**config.mk**
```make
export PLATFORM = sky130hd
export DESIGN_NAME = dds_serial_ctrl
export DESIGN_NICKNAME = d
export VERILOG_FILES = /design/src/hdl/dds_serial_ctrl.v
export VERILOG_INCLUDE_DIRS = /design/src /design/src/hdl
export SDC_FILE = /design/constraint.sdc
export NUM_CORES = 1
export LEC_CHECK = 0
export BUFFER_PORTS_ARGS = -buffer_cell sky130_fd_sc_hd__clkbuf_2
export CORE_UTILIZATION = 59
export CTS_CLUSTER_SIZE = 20
export DETAILED_ROUTE_END_ITERATION = 12
export GPL_TIMING_DRIVEN = 0
export PLACE_DENSITY = 0.79
export SYNTH_ARGS = -nofsm -noshare
export SYNTH_HDL_FRONTEND = slang
export SYNTH_SLANG_ARGS = --single-unit
```
**constraint.sdc**
```tcl
create_clock -name CLK_I -period 2.2 [get_ports CLK_I]
set_clock_uncertainty 0.1 [all_clocks]
set_input_delay 0.44 -clock CLK_I [delete_from_list [all_inputs] [get_ports CLK_I]]
set_output_delay 0.44 -clock CLK_I [all_outputs]
set_load 0.03 [all_outputs]
```
**src/hdl/dds_regs.vh**
```
// Constants for the dual converter serial control block.
`ifndef DDS_REGS_VH
`define DDS_REGS_VH
`define DDS_WORD_BITS      5'h10
`define DDS_CODE_ZERO      12'h000
`define DDS_CODE_MID       12'h800
`define DDS_CMD_EXT        3'h0
`define DDS_CMD_LD_A       3'h1
`define DDS_CMD_LD_A_UPD   3'h2
`define DDS_CMD_LD_ALL     3'h3
`define DDS_CMD_UPD_ALL    3'h4
`define DDS_CMD_LD_B       3'h5
`define DDS_CMD_LD_B_UPD   3'h6
`define DDS_CMD_SHUT_BOTH  3'h7
`define DDS_EXT_UPD_A      3'h1
`define DDS_EXT_FULL_PD    3'h3
`define DDS_EXT_UPD_B      3'h5
`define DDS_EXT_SHUT_A     3'h6
`define DDS_EXT_SHUT_B     3'h7
`define DDS_CMD_MSB        15
`define DDS_CMD_LSB        13
`define DDS_DATA_MSB       12
`define DDS_DATA_LSB       1
`define DDS_EXT_MSB        12
`define DDS_EXT_LSB        10
`define DDS_P1_HI          9
`define DDS_P1_LO          8
`endif

```
**src/hdl/dds_serial_ctrl.v**
```verilog
// Serial control logic for a dual 12-bit converter.
`include "dds_regs.vh"

////////////////////////////////////////////////////////////////////////////////
// What this block does
// - Shift input bit on serial clock rise.
// - One 16-bit shift register, also drives output.
// - Each channel: input register then converter register.
// - Reset level select: high midscale, low zero.
// - Clear forces all four registers to level.
// - Lockout low ignores every shutdown command.
// - Per channel termination selection held.
// - Word: three command, twelve data, pad.
// - Select rise executes the received word only after exactly 16 clock rises.
// - Decode loads, updates, shutdowns, power-down.
// - Transfer strobe copies input to converter.
module dds_serial_ctrl #(
  parameter W = 12
) (
  // Clock, enable and reset.
  input  wire         CLK_I,
  input  wire         CE_I,
  input  wire         RST_N_I,
  // Serial link pins.
  input  wire         SCLK_I,
  input  wire         CS_N_I,
  input  wire         DIN_I,
  output reg          DOUT_O,
  // Control pins.
  input  wire         RESET_LEVEL_SELECT_I,
  input  wire         REGISTER_WIPE_N_I,
  input  wire         SHUTDOWN_LOCKOUT_N_I,
  input  wire         TRANSFER_STROBE_N_I,
  // Channel state.
  output reg  [W-1:0] CODE_A_O,
  output reg  [W-1:0] CODE_B_O,
  output reg          SHUT_A_O,
  output reg          SHUT_B_O,
  output reg          CHAN_A_TERMINATION_SEL_O,
  output reg          CHAN_B_TERMINATION_SEL_O,
  output reg          FULL_PD_O
);

  ////////////////////////////////////////////////////////////////////////////
  // Two-flop synchronisers for every pin input.
  reg [6:0] s1;
  reg [6:0] s2;
  reg       sclk_d;
  reg       cs_d;
  always @(posedge CLK_I) begin
    if (!RST_N_I) begin
      s1     <= 7'h7A;
      s2     <= 7'h7A;
      sclk_d <= 1'b0;
      cs_d   <= 1'b1;
    end else if (CE_I) begin
      s1     <= {TRANSFER_STROBE_N_I, SHUTDOWN_LOCKOUT_N_I, REGISTER_WIPE_N_I,
                 CS_N_I, SCLK_I, RESET_LEVEL_SELECT_I, DIN_I};
      s2     <= s1;
      sclk_d <= s2[2];
      cs_d   <= s2[3];
    end
  end
  wire din     = s2[0];
  wire lvl     = s2[1];
  wire sclk    = s2[2];
  wire cs_n    = s2[3];
  wire wipe_n  = s2[4];
  wire lock_n  = s2[5];
  wire xfer_n  = s2[6];
  wire sclk_up = sclk & ~sclk_d & ~cs_n;
  wire sclk_dn = ~sclk & sclk_d & ~cs_n;
  wire cs_up   = cs_n & ~cs_d;
  wire [W-1:0] rst_code = lvl ? `DDS_CODE_MID : `DDS_CODE_ZERO;

  ////////////////////////////////////////////////////////////////////////////
  // Shift register and edge counter.
  reg [15:0] shreg;
  reg [4:0]  cnt;
  always @(posedge CLK_I) begin
    if (!RST_N_I) begin
      shreg  <= 16'h0000;
      cnt    <= 5'h00;
      DOUT_O <= 1'b0;
    end else if (CE_I) begin
      if (sclk_up) begin
        shreg <= {shreg[14:0], din};
        if (cnt != 5'h1F)
          cnt <= cnt + 5'h01;
      end
      if (sclk_dn)
        DOUT_O <= shreg[15];
      if (cs_up)
        cnt <= 5'h00;
    end
  end

  ////////////////////////////////////////////////////////////////////////////
  // Word decode and channel storage.
  wire [2:0]   cmd  = shreg[`DDS_CMD_MSB:`DDS_CMD_LSB];
  wire [W-1:0] data = shreg[`DDS_DATA_MSB:`DDS_DATA_LSB];
  wire [2:0]   ext  = shreg[`DDS_EXT_MSB:`DDS_EXT_LSB];
  wire         p1a  = shreg[`DDS_P1_HI];
  wire         p1b  = shreg[`DDS_P1_LO];
  wire         go   = cs_up & (cnt == `DDS_WORD_BITS);
  reg [W-1:0] in_a;
  reg [W-1:0] in_b;
  always @(posedge CLK_I) begin
    if (!RST_N_I) begin
      in_a      <= `DDS_CODE_ZERO;
      in_b      <= `DDS_CODE_ZERO;
      CODE_A_O  <= `DDS_CODE_ZERO;
      CODE_B_O  <= `DDS_CODE_ZERO;
      SHUT_A_O  <= 1'b0;
      SHUT_B_O  <= 1'b0;
      CHAN_A_TERMINATION_SEL_O <= 1'b0;
      CHAN_B_TERMINATION_SEL_O <= 1'b0;
      FULL_PD_O <= 1'b0;
    end else if (CE_I) begin
      if (!wipe_n) begin
        in_a     <= rst_code;
        in_b     <= rst_code;
        CODE_A_O <= rst_code;
        CODE_B_O <= rst_code;
      end else begin
        if (go) begin
          case (cmd)
            `DDS_CMD_LD_A: in_a <= data;
            `DDS_CMD_LD_B: in_b <= data;
            `DDS_CMD_LD_A_UPD: begin
              in_a     <= data;
              CODE_A_O <= data;
              CODE_B_O <= in_b;
              SHUT_A_O <= 1'b0;
              SHUT_B_O <= 1'b0;
              FULL_PD_O <= 1'b0;
            end
            `DDS_CMD_LD_B_UPD: begin
              in_b     <= data;
              CODE_B_O <= data;
              CODE_A_O <= in_a;
              SHUT_A_O <= 1'b0;
              SHUT_B_O <= 1'b0;
              FULL_PD_O <= 1'b0;
            end
            `DDS_CMD_LD_ALL: begin
              in_a     <= data;
              in_b     <= data;
              CODE_A_O <= data;
              CODE_B_O <= data;
              SHUT_A_O <= 1'b0;
              SHUT_B_O <= 1'b0;
              FULL_PD_O <= 1'b0;
            end
            `DDS_CMD_UPD_ALL: begin
              CODE_A_O <= in_a;
              CODE_B_O <= in_b;
              SHUT_A_O <= 1'b0;
              SHUT_B_O <= 1'b0;
              FULL_PD_O <= 1'b0;
            end
            `DDS_CMD_SHUT_BOTH: begin
              if (lock_n) begin
                SHUT_A_O <= 1'b1;
                SHUT_B_O <= 1'b1;
                CHAN_A_TERMINATION_SEL_O <= shreg[`DDS_DATA_MSB];
                CHAN_B_TERMINATION_SEL_O <= shreg[`DDS_DATA_MSB - 1];
              end
            end
            `DDS_CMD_EXT: begin
              case (ext)
                `DDS_EXT_UPD_A: begin
                  CODE_A_O  <= in_a;
                  SHUT_A_O  <= 1'b0;
                  FULL_PD_O <= 1'b0;
                end
                `DDS_EXT_UPD_B: begin
                  CODE_B_O  <= in_b;
                  SHUT_B_O  <= 1'b0;
                  FULL_PD_O <= 1'b0;
                end
                `DDS_EXT_FULL_PD: begin
                  if (lock_n) begin
                    SHUT_A_O  <= 1'b1;
                    SHUT_B_O  <= 1'b1;
                    FULL_PD_O <= 1'b1;
                    CHAN_A_TERMINATION_SEL_O <= p1a;
                    CHAN_B_TERMINATION_SEL_O <= p1b;
                  end
                end
                `DDS_EXT_SHUT_A: begin
                  if (lock_n) begin
                    SHUT_A_O <= 1'b1;
                    CHAN_A_TERMINATION_SEL_O <= p1a;
                  end
                end
                `DDS_EXT_SHUT_B: begin
                  if (lock_n) begin
                    SHUT_B_O <= 1'b1;
                    CHAN_B_TERMINATION_SEL_O <= p1a;
                  end
                end
                default: ;
              endcase
            end
            default: ;
          endcase
        end else if (!xfer_n) begin
          CODE_A_O <= in_a;
          CODE_B_O <= in_b;
        end
      end
      if (!lock_n) begin
        SHUT_A_O  <= 1'b0;
        SHUT_B_O  <= 1'b0;
        FULL_PD_O <= 1'b0;
      end
    end
  end

endmodule // dds_serial_ctrl

```
======== After elaboration in Yosys (flattened, before gate mapping) ========
Cells that the tools add are included.
Widths: inputs -> output; s select.
storage, ports and cells
  flip-flop bits (word level) ............. 91
  bits in latches ......................... 0
  RAM bits ................................ 0
  memory bits (read-only) ................. 0
  input port bits ......................... 10
  output and inout bits ................... 30
  logic and storage cells ................. 131
  memories ................................ 0
cells by class
  add/subtract/negate cells ............... 1
  multipliers ............................. 0
  div/mod/pow operators ................... 0
  magnitude comparators ................... 0
  equal/unequal tests ..................... 35
  shift-type cells ........................ 0
  multiplexer cells ....................... 43
  bitwise operators ....................... 10
  reduce and logical (&&, ||, !) cells .... 26
operator list
  kind                 count
  $mux 12              15
  $pmux 12 s3          2
  $eq 3x3->1 const B   7
  $ne 4x3->1 const B   5
  $mux 5               3
  $reduce_and 5->1     3
  $mux 1               14
  $pmux 1 s2           7
  $reduce_or 2->1      7
  $ne 2x2->1 const B   6
  $ne 5x4->1 const B   2
  $eq 3x2->1 const B   3
  $ne 3x2->1 const B   3
  $reduce_and 3->1     3
  $reduce_and 4->1     2
  $reduce_and 8->1     1
  $reduce_and 7->1     1
  $and 1x1->1          6
  $eq 3x1->1 const B   2
  $ne 3x3->1 const B   2
  $pmux 1 s3           2
  $reduce_bool 2->1    3
  $reduce_or 3->1      2
  $add 5x1->5 const B  1
  other kinds (8)      13

======== Depth between registers and ports, before layout ========
Gate-level depths: netlist (run 1).
  depth in word-level cells ............... 7
  depth in mapped cells ................... 9
  mapped depth without buffers ............ 7

======== Least setup slack after synthesis (run 1) ========
No wires, ideal clock.
  path type ............................... register -> register
  from .................................... register cnt[0]
  to ...................................... register CODE_A_O[10]
  data arrival time ....................... 1.837 ns
  data required time ...................... 2.014 ns
  slack ................................... 0.177 ns
  cell stages (with the launch flop) ...... 10
  path buffers ............................ 2
  cell sequence ........................... dfxtp_1 inv_1 ha_1 and4bb_2 nor2_1 a211o_1 buf_6 or2_4 buf_6 o31ai_2
between the ends
  cells in the longest elaborated chain, start to end .. 4
ends and longest elaborated chain
  item                                                   line                   source
  start: declaration                                     dds_serial_ctrl.v:79   reg [4:0] cnt;
  start signal: assignment                               dds_serial_ctrl.v:89   cnt <= cnt + 5'h01;
  $eq 5x5->1 (no line) (*)                               -
  $and 1x1->1 (*)                                        dds_serial_ctrl.v:105  wire go = cs_up & (cnt == `DDS_WORD_BITS);
  $ne 5x4->1 (no line) (tied with other cells)           -
  $reduce_and 4->1 (no line) or $mux 12 (tied branches)  -
  end signal: assignment                                 dds_serial_ctrl.v:112  CODE_A_O <= `DDS_CODE_ZERO;
  end signal: assignment                                 dds_serial_ctrl.v:123  CODE_A_O <= rst_code;
  end signal: assignment                                 dds_serial_ctrl.v:132  CODE_A_O <= data;
  end: declaration                                       dds_serial_ctrl.v:35   output reg [W-1:0] CODE_A_O,
Every way passes the cells marked *; elsewhere a longest branch is shown, timed or not.
A chain may end at the register's enable or synchronous reset.

======== Worst setup path in the final report (run 1) ========
  from .................................... register cnt[0]
  to ...................................... register CODE_B_O[1]
between the ends
  cells in the longest elaborated chain, start to end .. 4
ends and longest elaborated chain
  item                                                   line                   source
  $eq 5x5->1 (no line) (*)                               -
  $and 1x1->1 (*)                                        dds_serial_ctrl.v:105
  $ne 5x4->1 (no line) (tied with other cells)           -
  $reduce_and 4->1 (no line) or $mux 12 (tied branches)  -
  end signal: assignment                                 dds_serial_ctrl.v:113  CODE_B_O <= `DDS_CODE_ZERO;
  end signal: assignment                                 dds_serial_ctrl.v:124  CODE_B_O <= rst_code;
  end signal: assignment                                 dds_serial_ctrl.v:133  CODE_B_O <= in_b;
  end: declaration                                       dds_serial_ctrl.v:36   output reg [W-1:0] CODE_B_O,
Marks and branches as above.

==> results.ini, run 1 <==
[timing]
maxSlewHeadroom_pct=39.8
clock.fmax_ghz=0.462
slew_viol_final=0
worstMarginPinSlew_ns=0.903
post-route-min-period_ns=2.17
period_share_pct=98.5
hold_viol_final=0
setup_viol=0

[clock_network]
root_buffer=clkbuf_8
clock_latency_ns=0.37
cts_buffers=9
cts.sinks=91
cts_tree=built
cts_buffer_depth=2
htree_levels=3
clk_pin_slew_worst_paths_ns=0.09

[layout]
final_nets=526
drive_gt1_share_pct=22.4
n_fill_cell=536
utilization_pct=72.3
multiInputGateArea_um2=2310
layout_commonest_cell=dfxtp_1
area_growth_syn_to_layout_pct=16.7
seq_area_um2=1830
final_cells=614
antennaDiodeCount=0
layout_common_cells=88 x dfxtp_1, 70 x nand2_1, 41 x clkbuf_2, 38 x mux2i_1, 30 x o211ai_1

[yosys]
async_reset_ff_share_pct=0
synth-main-ff-cell=dfxtp_1
synth-simple-area-share_pct=17.1
synth-seq-cells=91
synth_mux_area_share_pct=9.44
synthAdderAreaFrac_pct=0.882
synth_compound_area_share_pct=23.8
synthCells=458
synth_top_family_by_area=compound AO/OA/AOI/OAI gates
ys_top_cells_by_area=dfxtp_1 43%, mux2i_1 9.2%, nand2_1 6.2%
synth_edf_count=0
seq_area_frac_synth_pct=42.8
syn_nets=471
ys_types=48
synth_top_area_share_pct=42.8
synth_xor_area_share_pct=0.824
yosys_warnings=0
yosysTopAreaCell=dfxtp_1
synth_area_per_cell_um2=9.29
syn-cell-area_um2=4250

[placed_design]
gp_congestion=0.878
port-buffer-count=38
hpwl_um=7120
dp_cells=592

[power]
total_power_w=0.00308
ir_drop_mv=0.476
p_leak_nw=1.84
powerDensity_nw_per_um2=621

[floorplanning]
std_cell_rows=30
core_area_um2=6870
die_area_um2=7550
initial_utilization_pct=61.9
fp.dieH_um=86.9
num_io_pins=40
die_x_um=86.9

[routing]
drt_iter0_markers=375
wl_per_cell_um=17.2
first_pass_iters=5
via_count=3738
viasPerCell=6.09
drc=0
drt_wl_total_um=10500
antenna_left=0

[worst_setup_path]
critPathMaxStageDelay_ns=0.36
worstSetupEndpointType=register
path_class=register to register
startpoint_type=register
path_buf_inv=3
required_ns=2.35
path_max_fanout=10
worstPathArrival_ns=2.32
path_delay_family=simple AND/OR/NAND/NOR gates
crit_chain=inv_2, ha_2, nand4bb_1, buf_4, nor3_2, buf_6, mux2i_1, o31ai_4
cp_slowest_cell=dfxtp_4

[global_routing]
grt_pass1_wl_um=16300
grt_max_degree=17
first_global_vias=3277
antenna_found_initial=0
grt-ovfl-total=0
grt_usage_pct=28.3

[min_path]
worstHoldPathType=input port to register

[run]
cap_viol_max_count=0

[run_status]
outcome=completed

repair_timing:
action | CTS | global route
gates resized for setup | 9 | 33
setup endpoints to repair | 40 | 45
pin swaps | 2 | 3
setup buffers | 2 | 4
hold buffers | 0 | 0
synthesized netlist by cell type, types with 3 or more instances:
cell      instances
a22oi_1          14
nand2_1          70
o21ai_0          19
o211ai_1         30
dfxtp_1          91
nand3_1           4
mux2i_1          39
ha_1              3
o31ai_1           3
a21oi_1          10
o31ai_2          19
nor3_1            5
nand4_1          13
nor2_1            9
xor2_1            4
a21boi_0         17
inv_1             8
buf_6             3
clkbuf_1         29
nor2b_1          24
buf_2             9
power breakdown:
| group | internal [W] | leakage (nW) | switching, W |
|---|---|---|---|
| Combinational | 0.0000463 | 0.999 | 0.0000922 |
| Sequential | 0.00166 | 0.736 | 0.0000107 |
| Clock | 0.000654 | 0.109 | 0.000623 |
| Total | 0.00236 | 1.84 | 0.000725 |
layout make-up:
type	count	area share [%]
Multi-Input combinational cell	318	46.4
Clock buffer	10	2.57
Clock inverter	6	1.94
Sequential cell	91	36.8
Timing Repair Buffer	44	4.74
Buffer	41	4.48
Tap cell	96	2.42
Inverter	8	0.605
logic make-up after synthesis:
logic type	count (synthesis)
compound gates	128
xor+xnor	4
fa+ha+maj	3
buf+inv	49
flops	91
mux	40
simple gates	143
registers in the layout, summed over array words and instances (netlist names):
register                  count
cnt                           5
SHUT_B_O                      1
shreg                        16
CODE_B_O                     12
in_a                         12
s1                            7
DOUT_O                        1
CODE_A_O                     12
s2                            7
CHAN_A_TERMINATION_SEL_O      1
sclk_d                        1
SHUT_A_O                      1
in_b                         12
CHAN_B_TERMINATION_SEL_O      1
FULL_PD_O                     1
cs_d                          1
worst reg2reg max path, stage by stage (launching register included):
cell       delay, ns
dfxtp_4         0.36
inv_2           0.05
ha_2            0.17
nand4bb_1       0.20
buf_4           0.21
nor3_2          0.34
buf_6           0.23
mux2i_1         0.32
o31ai_4         0.07
through the flow:
stage	hold slack (ns)	setup slack [ns]	instance area [um^2]	setup TNS, ns
after floorplan	0.335	0.177	4250	0
after global placement	0.343	-0.104	4560	-0.849
after detailed placement	0.352	-0.0827	4560	-1.69
after CTS	0.174	0.00845	4830	0
after global routing	0.186	-0.0193	4970	-0.0631
final	0.179	0.0335	4970	0
worst paths after layout:
kind         slack, ns         startpoint  cells past startpoint          end
min               0.18  REGISTER_WIPE_N_I                      3        s1[4]
min reg2reg       0.37           shreg[0]                      2     shreg[1]
max reg2reg       0.03             cnt[0]                      8  CODE_B_O[1]
max               0.03             cnt[0]                      8  CODE_B_O[1]
layer usage:
layer / GRT usage [%] / part of all wire [%] / vias to the layer above / wire (um)
li1: - / - / 1777 / -
met1: 38.4 / 45 / 1774 / 4730
met2: 45.4 / 47 / 158 / 4930
met3: 5.21 / 6.1 / 29 / 639
met4: 9.55 / 2.3 / 0 / 245
met5: 0 / 0 / - / 0
(Power assumes the default switching activity.)
==> run 2, diff against run 1 <==
--- a/config.mk
+++ b/config.mk
@@ -6,6 +6,7 @@
 export SDC_FILE = /design/constraint.sdc
 export NUM_CORES = 1
 export LEC_CHECK = 0
+export ABC_AREA = 1
 export BUFFER_PORTS_ARGS = -buffer_cell sky130_fd_sc_hd__clkbuf_2
 export CORE_UTILIZATION = 59
 export CTS_CLUSTER_SIZE = 20
==> run 2 against run 1 <==
Effect of this change:
- via count increased by 22%
- synthesized cell count is 52% higher
- count of clock-buffer cells in the layout is 1 higher
- wire length up 8.1%
- combinational power rose to 3.0 times the previous value
- die area rose by 4.7%
- worst setup slack gained 0.066 ns
- sequential power up 4%
- non-clock buffer count shrank 10
- critical path depth grew 2
- critical path type unchanged
- largest cell class unchanged
==> results.ini, run 2 <==
[yosys]
synth_most_common_cell=nand2_1  ; was dfxtp_1
synth_xor_area_share_pct=0  ; was 0.824%
synth-main-ff-cell=dfxtp_1  ; unchanged
synth_mux_area_share_pct=0  ; was 9.44%
synthCells=697  ; was 458
syn-cell-area_um2=4460  ; was 4250 um^2
synth_edf_count=0  ; unchanged
yosys_warnings=0  ; unchanged
synth_compound_area_share_pct=13.9  ; was 23.8%
seq_area_frac_synth_pct=40.9  ; was 42.8%
synth_top_area_share_pct=40.9  ; was 42.8%
synth-simple-area-share_pct=33.2  ; was 17.1%
yosysTopAreaCell=dfxtp_1  ; unchanged
synth_top_family_by_area=simple AND/OR/NAND/NOR gates  ; was compound AO/OA/AOI/OAI gates
synthAdderAreaFrac_pct=0.842  ; was 0.882%
ys_types=24  ; was 48
synth-seq-cells=91  ; unchanged
synthTopCellsByCount=181 x nand2_1, 110 x nor2_1, 91 x dfxtp_1  ; was 91 x dfxtp_1, 70 x nand2_1, 39 x mux2i_1
synth_area_per_cell_um2=6.40  ; was 9.29 um^2
async_reset_ff_share_pct=0  ; unchanged
syn_nets=710  ; was 471
ys_top_cells_by_area=dfxtp_1 41%, nand2_1 15%, nor2_1 9.3%  ; was dfxtp_1 43%, mux2i_1 9.2%, nand2_1 6.2%

[worst_setup_path]
path_max_fanout=10  ; unchanged
path_buf_inv=3  ; unchanged
crit_chain=inv_1, ha_1, nand2_1, inv_1, nand3_2, nand2_1, nand3_1, clkbuf_1, o21ai_0, a21oi_1  ; was inv_2, ha_2, nand4bb_1, buf_4, nor3_2, buf_6, mux2i_1, o31ai_4
r2r_setup_slack_ns=0.1  ; was 0.03 ns
worstPathArrival_ns=2.31  ; was 2.32 ns
critPathMaxStageDelay_ns=0.40  ; was 0.36 ns
rr_worst_depth=10  ; was 8
required_ns=2.41  ; was 2.35 ns
reg2reg_from=cnt[1]  ; was cnt[0]
path_class=register to register  ; unchanged
crit_end=in_a[4]  ; was CODE_B_O[1]
path_depth=10  ; was 8
startpoint_type=register  ; unchanged
worstSetupEndpointType=register  ; unchanged
rr_endpoint=in_a[4]  ; was CODE_B_O[1]
crit_start=cnt[1]  ; was cnt[0]
path_delay_family=buffers and inverters  ; was simple AND/OR/NAND/NOR gates
cp_slowest_cell=dfxtp_1  ; was dfxtp_4

[clock_network]
clk_pin_slew_worst_paths_ns=0.09  ; about the same
cts_hold_buf=0  ; unchanged
clock_latency_ns=0.37  ; about the same
cts.sinks=91  ; unchanged
cts_tree=built  ; unchanged
htree_levels=3  ; unchanged
cts_buffers=9  ; unchanged
root_buffer=clkbuf_8  ; unchanged
cts_buffer_depth=2  ; unchanged

[floorplanning]
initial_utilization_pct=61.1  ; was 61.9%
die_x_um=88.9  ; was 86.9 um
die_area_um2=7910  ; was 7550 um^2
num_io_pins=40  ; unchanged
std_cell_rows=31  ; was 30
fp.dieH_um=88.9  ; was 86.9 um
core_area_um2=7290  ; was 6870 um^2

[global_routing]
grt_max_degree=16  ; was 17
grt_pass1_wl_um=18400  ; was 16300 um
grt_usage_pct=30.9  ; was 28.3%
antenna_found_initial=0  ; unchanged
grt-ovfl-total=0  ; unchanged
first_global_vias=3986  ; was 3277

[timing]
hold_viol_final=0  ; unchanged
fin_setup_tns_ns=0  ; unchanged
slew_viol_final=0  ; unchanged
maxSlewHeadroom_pct=55.8  ; was 39.8%
clock.fmax_ghz=0.476  ; was 0.462 GHz
post-route-min-period_ns=2.10  ; was 2.17 ns
period_share_pct=95.5  ; was 98.5%
grt_setup_unrepaired=false
setup_viol=0  ; unchanged
worstMarginPinSlew_ns=0.663  ; was 0.903 ns

[power]
p_leak_nw=2.47  ; was 1.84 nW
ir_drop_mv=0.378  ; was 0.476 mV
powerDensity_nw_per_um2=648  ; was 621 nW/um^2

[layout]
regMostFlops=shreg  ; unchanged
largest_reg_flops=16  ; unchanged
stdcell_area_um2=4950  ; was 4970 um^2
area_growth_syn_to_layout_pct=11.1  ; was 16.7%
final_nets=759  ; was 526
layout_common_cells=181 x nand2_1, 109 x nor2_1, 91 x dfxtp_1, 78 x inv_1, 68 x o21ai_0  ; was 88 x dfxtp_1, 70 x nand2_1, 41 x clkbuf_2, 38 x mux2i_1, 30 x o211ai_1
antennaDiodeCount=0  ; unchanged
layout_commonest_cell=nand2_1  ; was dfxtp_1
n_fill_cell=698  ; was 536
drive_gt1_share_pct=11.7  ; was 22.4%

[routing]
wl_per_cell_um=13.4  ; was 17.2 um
top_layer_used=met4  ; unchanged
wl_met2_um=5310  ; was 4930 um
drt_wl_total_um=11400  ; was 10500 um
viasPerCell=5.35  ; was 6.09
drt_iter0_markers=336  ; was 375
wl_met3_um=716  ; was 639 um
drc=0  ; unchanged
first_pass_iters=5  ; unchanged
met1Wirelength_um=4970  ; was 4730 um
antenna_left=0  ; unchanged
via_count=4544  ; was 3738

[min_path]
worstHoldPathType=input port to register  ; unchanged

[run]
cap_viol_max_count=0  ; unchanged

[placed_design]
gp_congestion=0.920  ; was 0.878
port-buffer-count=38  ; unchanged
hpwl_um=8250  ; was 7120 um
place_area_um2=4770  ; was 4560 um^2

[run_status]
outcome=completed  ; unchanged

-- run 2: cell count changes after synthesis, moves of 39 or more --
cell | before | now
nand2_1 | 70 | 181
nor2_1 | 9 | 110
inv_1 | 8 | 78
o21ai_0 | 19 | 68
a21oi_1 | 10 | 52
nand3_1 | 4 | 46
mux2i_1 | 39 | 0
-- run 2: repair_timing --
action / in CTS / in global routing
resized for setup: 0 / 1
setup buffers: 0 / 0
endpoints found under the setup margin: 0 / 7
-- run 2: worst min path at each step --
stage                         from  endpoint  slack, ns  depth (start not counted)
6_report                    CS_N_I     s1[3]       0.17                          3
5_1_grt        TRANSFER_STROBE_N_I     s1[6]       0.19                          3
4_1_cts                     CS_N_I     s1[3]       0.18                          3
3_5_place_dp                 s1[4]     s1[4]       0.34                          2
3_3_place_gp                 s1[6]     s1[6]       0.34                          2
2_1_floorplan                s2[6]     s2[6]       0.33                          2
-- run 2: per-layer routing --
metal  vias to the layer above  global-route usage, %
li1                       2283                      -
met1                      2040                   37.7
met2                       184                   51.7
met3                        37                   5.17
met4                         0                   17.4
met5                         -                      0
-- run 2: kinds of logic (layout without fill, tap and decap cells) --
kind of cell | count (synthesis) | count (layout)
DFF | 91 | 91
and+or+nand+nor | 360 | 360
buffers and inverters | 120 | 174
adders and majority gates | 3 | 3
AOI/OAI and AO/OA | 123 | 123
-- run 2: final cells by class --
cell class | count | area, um^2 | share of cell area, %
well taps | 99 | 124 | 2.50
clock inverters | 5 | 36.3 | 0.733
multi-input cells | 486 | 2140 | 43.3
flip-flops and latches | 91 | 1820 | 36.8
clock buffers | 11 | 141 | 2.85
plain buffers | 37 | 185 | 3.74
inverters | 83 | 312 | 6.29
repair buffers | 38 | 190 | 3.84
-- run 2: power breakdown --
part / leakage [nW] / switching (W) / internal, W / total, W
logic: 1.65 / 0.000286 / 0.000125 / 0.000410
clock network: 0.0820 / 0.000612 / 0.000444 / 0.00106
registers: 0.741 / 0.0000327 / 0.00171 / 0.00174
total: 2.47 / 0.000930 / 0.00228 / 0.00321
-- run 2: worst register-to-register path, delay by kind of cell, from the launching register on --
kind                     cells  cell delay, ns
buffers and inverters        3            0.52
AND/OR/NAND/NOR              4            0.52
flip-flops                   1            0.40
AO/OA/AOI/OAI                2            0.32
adder cells (fa/ha/maj)      1            0.17
-- run 2: metrics by stage --
step / power, W / utilization [%] / cells / setup WS (ns) / hold slack (ns)
floorplan: 0.00208 / - / 697 / 0.524 / 0.329
global placement: 0.00218 / 65.4 / 834 / 0.239 / 0.338
detailed placement: 0.00219 / 65.4 / 834 / 0.200 / 0.344
CTS: 0.00321 / 67.9 / 850 / 0.166 / 0.175
global route: 0.00335 / 67.9 / 850 / 0.00123 / 0.191
finish: 0.00321 / 67.9 / 850 / 0.100 / 0.174
==> run 3, diff against run 2 <==
--- a/config.mk
+++ b/config.mk
@@ -7,7 +7,9 @@
 export NUM_CORES = 1
 export LEC_CHECK = 0
 export ABC_AREA = 1
+export ABC_CLOCK_PERIOD_IN_PS = 2200
 export BUFFER_PORTS_ARGS = -buffer_cell sky130_fd_sc_hd__clkbuf_2
+export CORE_ASPECT_RATIO = 0.5
 export CORE_UTILIZATION = 59
 export CTS_CLUSTER_SIZE = 20
 export DETAILED_ROUTE_END_ITERATION = 12
==> run 3 against run 2 <==
Effect of this change:
- the flow now finishes with violations (design-rule violations)
- global-route usage rose by 0.92 points
- total power is 16% higher
- sequential power barely moved
- die area increased by 0.27%
- wire length increased by 1.3%
- non-clock buffer count unchanged
- register-to-register slack better by 0.07 ns
- critical path type unchanged
- largest cell class unchanged
- highest routed layer unchanged
==> results.ini, run 3 (same netlist as run 2, synthesis figures left out) <==
[run_status]
outcome=finished with violations  ; was completed
violations=design-rule violations

[power]
p_sw_w=0.000933  ; was 0.000930 W
ir_drop_mv=0.555  ; was 0.378 mV
p_seq_share_pct=46.9  ; was 54.3%
p_int_w=0.00280  ; was 0.00228 W
power_frac_clock_pct=42.1  ; was 32.9%
p_leak_nw=2.54  ; was 2.47 nW
powerDensity_nw_per_um2=736  ; was 648 nW/um^2
combPwrFrac_pct=11.0  ; was 12.8%
switching_share_pct=25.0  ; was 29.0%

[placed_design]
port-buffer-count=38  ; unchanged
gp_congestion=0.911  ; was 0.920
hpwl_um=8290  ; was 8250 um
place_area_um2=4760  ; was 4770 um^2
place_ws_ns=0.202  ; was 0.200 ns

[layout]
n_fill_cell=631  ; was 698
stdcell_area_um2=5070  ; was 4950 um^2
drive_gt1_share_pct=11.9  ; was 11.7%
area_growth_syn_to_layout_pct=13.7  ; was 11.1%
final_nets=759  ; unchanged
regMostFlops=shreg  ; unchanged
layout_commonest_cell=nand2_1  ; unchanged
antennaDiodeCount=0  ; unchanged
largest_reg_flops=16  ; unchanged
layout_common_cells=181 x nand2_1, 109 x nor2_1, 91 x dfxtp_1, 77 x inv_1, 67 x o21ai_0  ; was 181 x nand2_1, 109 x nor2_1, 91 x dfxtp_1, 78 x inv_1, 68 x o21ai_0

[clock_network]
root_buffer=clkbuf_16  ; was clkbuf_8
cts_buffer_depth=2  ; unchanged
cts-resized-gates=0  ; unchanged
htree_levels=3  ; unchanged
cts_setup_buffers=0  ; unchanged
cts.sinks=91  ; unchanged
cts_tree=built  ; unchanged
cts_hold_buf=0  ; unchanged
clk_pin_slew_worst_paths_ns=0.06  ; was 0.09 ns
clock_latency_ns=0.34  ; was 0.37 ns
cts_buffers=9  ; unchanged

[routing]
drt_iter0_markers=397  ; was 336
antenna_left=0  ; unchanged
drt_wl_total_um=11500  ; was 11400 um
via_count=4471  ; was 4544
wl_per_cell_um=13.7  ; was 13.4 um
viasPerCell=5.32  ; was 5.35
first_pass_iters=12  ; was 5
drc=9  ; was 0

[worst_setup_path]
worstPathArrival_ns=2.17  ; was 2.31 ns
startpoint_type=register  ; unchanged
crit_end=CODE_B_O[11]  ; was in_a[4]
rr_endpoint=CODE_B_O[11]  ; was in_a[4]
r2r_setup_slack_ns=0.17  ; was 0.1 ns
crit_start=cnt[1]  ; unchanged
path_delay_family=simple AND/OR/NAND/NOR gates  ; was buffers and inverters
worstSetupEndpointType=register  ; unchanged
crit_chain=inv_1, ha_1, nand2_1, inv_1, nand3_2, buf_2, inv_1, nand2_1, nand2_1, nand2_1, nand2_1, nor2_1, nor2_1  ; was inv_1, ha_1, nand2_1, inv_1, nand3_2, nand2_1, nand3_1, clkbuf_1, o21ai_0, a21oi_1
reg2reg_from=cnt[1]  ; unchanged
critPathMaxStageDelay_ns=0.38  ; was 0.40 ns
path_max_fanout=10  ; unchanged
rr_worst_depth=13  ; was 10
required_ns=2.33  ; was 2.41 ns
path_buf_inv=4  ; was 3
path_class=register to register  ; unchanged
cp_common_cell=nand2_1
cp_slowest_cell=dfxtp_1  ; unchanged
path_depth=13  ; was 10

[global_routing]
grt_pass1_wl_um=19500  ; was 18400 um
grt_usage_pct=31.8  ; was 30.9%
grt_max_degree=14  ; was 16
antenna_found_initial=0  ; unchanged
grt-ovfl-total=0  ; unchanged
first_global_vias=3939  ; was 3986

[timing]
slew_viol_final=0  ; unchanged
worstMarginPinSlew_ns=0.643  ; was 0.663 ns
setup_slack_ns=0.166  ; was 0.100 ns
maxSlewHeadroom_pct=57.2  ; was 55.8%
post-route-min-period_ns=2.03  ; was 2.10 ns
hold_viol_final=0  ; unchanged
setup_viol=0  ; unchanged
grt_setup_unrepaired=true  ; was false
clock.fmax_ghz=0.492  ; was 0.476 GHz
period_share_pct=92.5  ; was 95.5%

[run]
cap_viol_max_count=0  ; unchanged

[floorplanning]
fp.dieH_um=63.5  ; was 88.9 um
initial_utilization_pct=63.8  ; was 61.1%
die_area_um2=7930  ; was 7910 um^2
num_io_pins=40  ; unchanged
core_area_um2=6990  ; was 7290 um^2
die_x_um=125  ; was 88.9 um
std_cell_rows=21  ; was 31

[min_path]
worstHoldPathType=input port to register  ; unchanged
hold_start=RESET_LEVEL_SELECT_I  ; was CS_N_I

[run 3: cell count changes in the layout (fill, tap and decap cells not counted), sizes merged]
cell and change:
clkinvlp -3, bufinv +1, clkbuf +1, inv -1
[run 3: area by class of cell]
cell class,instances,area (um^2),share of cell area (%)
buffer,37,186,3.68
clock buffer,12,267,5.26
clock inverter,2,35.0,0.691
inverter,83,312,6.15
multi-input combinational,486,2140,42.3
sequential,91,1820,35.9
tap,92,115,2.27
timing repair buffer,38,190,3.75
[run 3: how the worst min path moves through the flow]
stage	cells after the start	end
4_1_cts	3	s1[1]
6_report	3	s1[1]
2_1_floorplan	2	s2[6]
5_1_grt	3	s1[1]
3_5_place_dp	2	s1[3]
3_3_place_gp	2	s1[6]
[run 3: metal layers]
metal  GRT usage [%]  vias to the layer above  routed length (um)
met2            49.7                      199                4600
met5               0                        -                   0
met1            44.6                     1969                5730
li1                -                     2282                   -
met4            6.55                        0                 147
met3            7.73                       21                1060
[run 3: worst min-delay path: cells and delay by family]
| kind | cells | cell delay [ns] |
|---|---|---|
| buffers and inverters | 1 | 0.08 |
| AND/OR/NAND/NOR | 2 | 0.10 |
[run 3: per-stage QoR]
step / hold slack, ns / util, % / TNS [ns] / std cells / power, W
3_3_place_gp: 0.338 / 68.2 / 0 / 827 / 0.00218
5_1_grt: 0.209 / 72.5 / -0.0152 / 841 / 0.00386
3_5_place_dp: 0.343 / 68.2 / 0 / 827 / 0.00219
2_1_floorplan: 0.329 / - / 0 / 697 / 0.00208
4_1_cts: 0.209 / 72.5 / 0 / 841 / 0.00373
6_report: 0.206 / 72.5 / 0 / 841 / 0.00373
[run 3: power groups by stage]
stage,Clock (W),Combinational (W),Sequential (W)
global route,0.00165,0.000464,0.00175
detailed placement,0,0.000403,0.00178
finish,0.00157,0.000410,0.00175
CTS,0.00158,0.000406,0.00175
floorplan,0,0.000233,0.00184
global placement,0,0.000399,0.00178
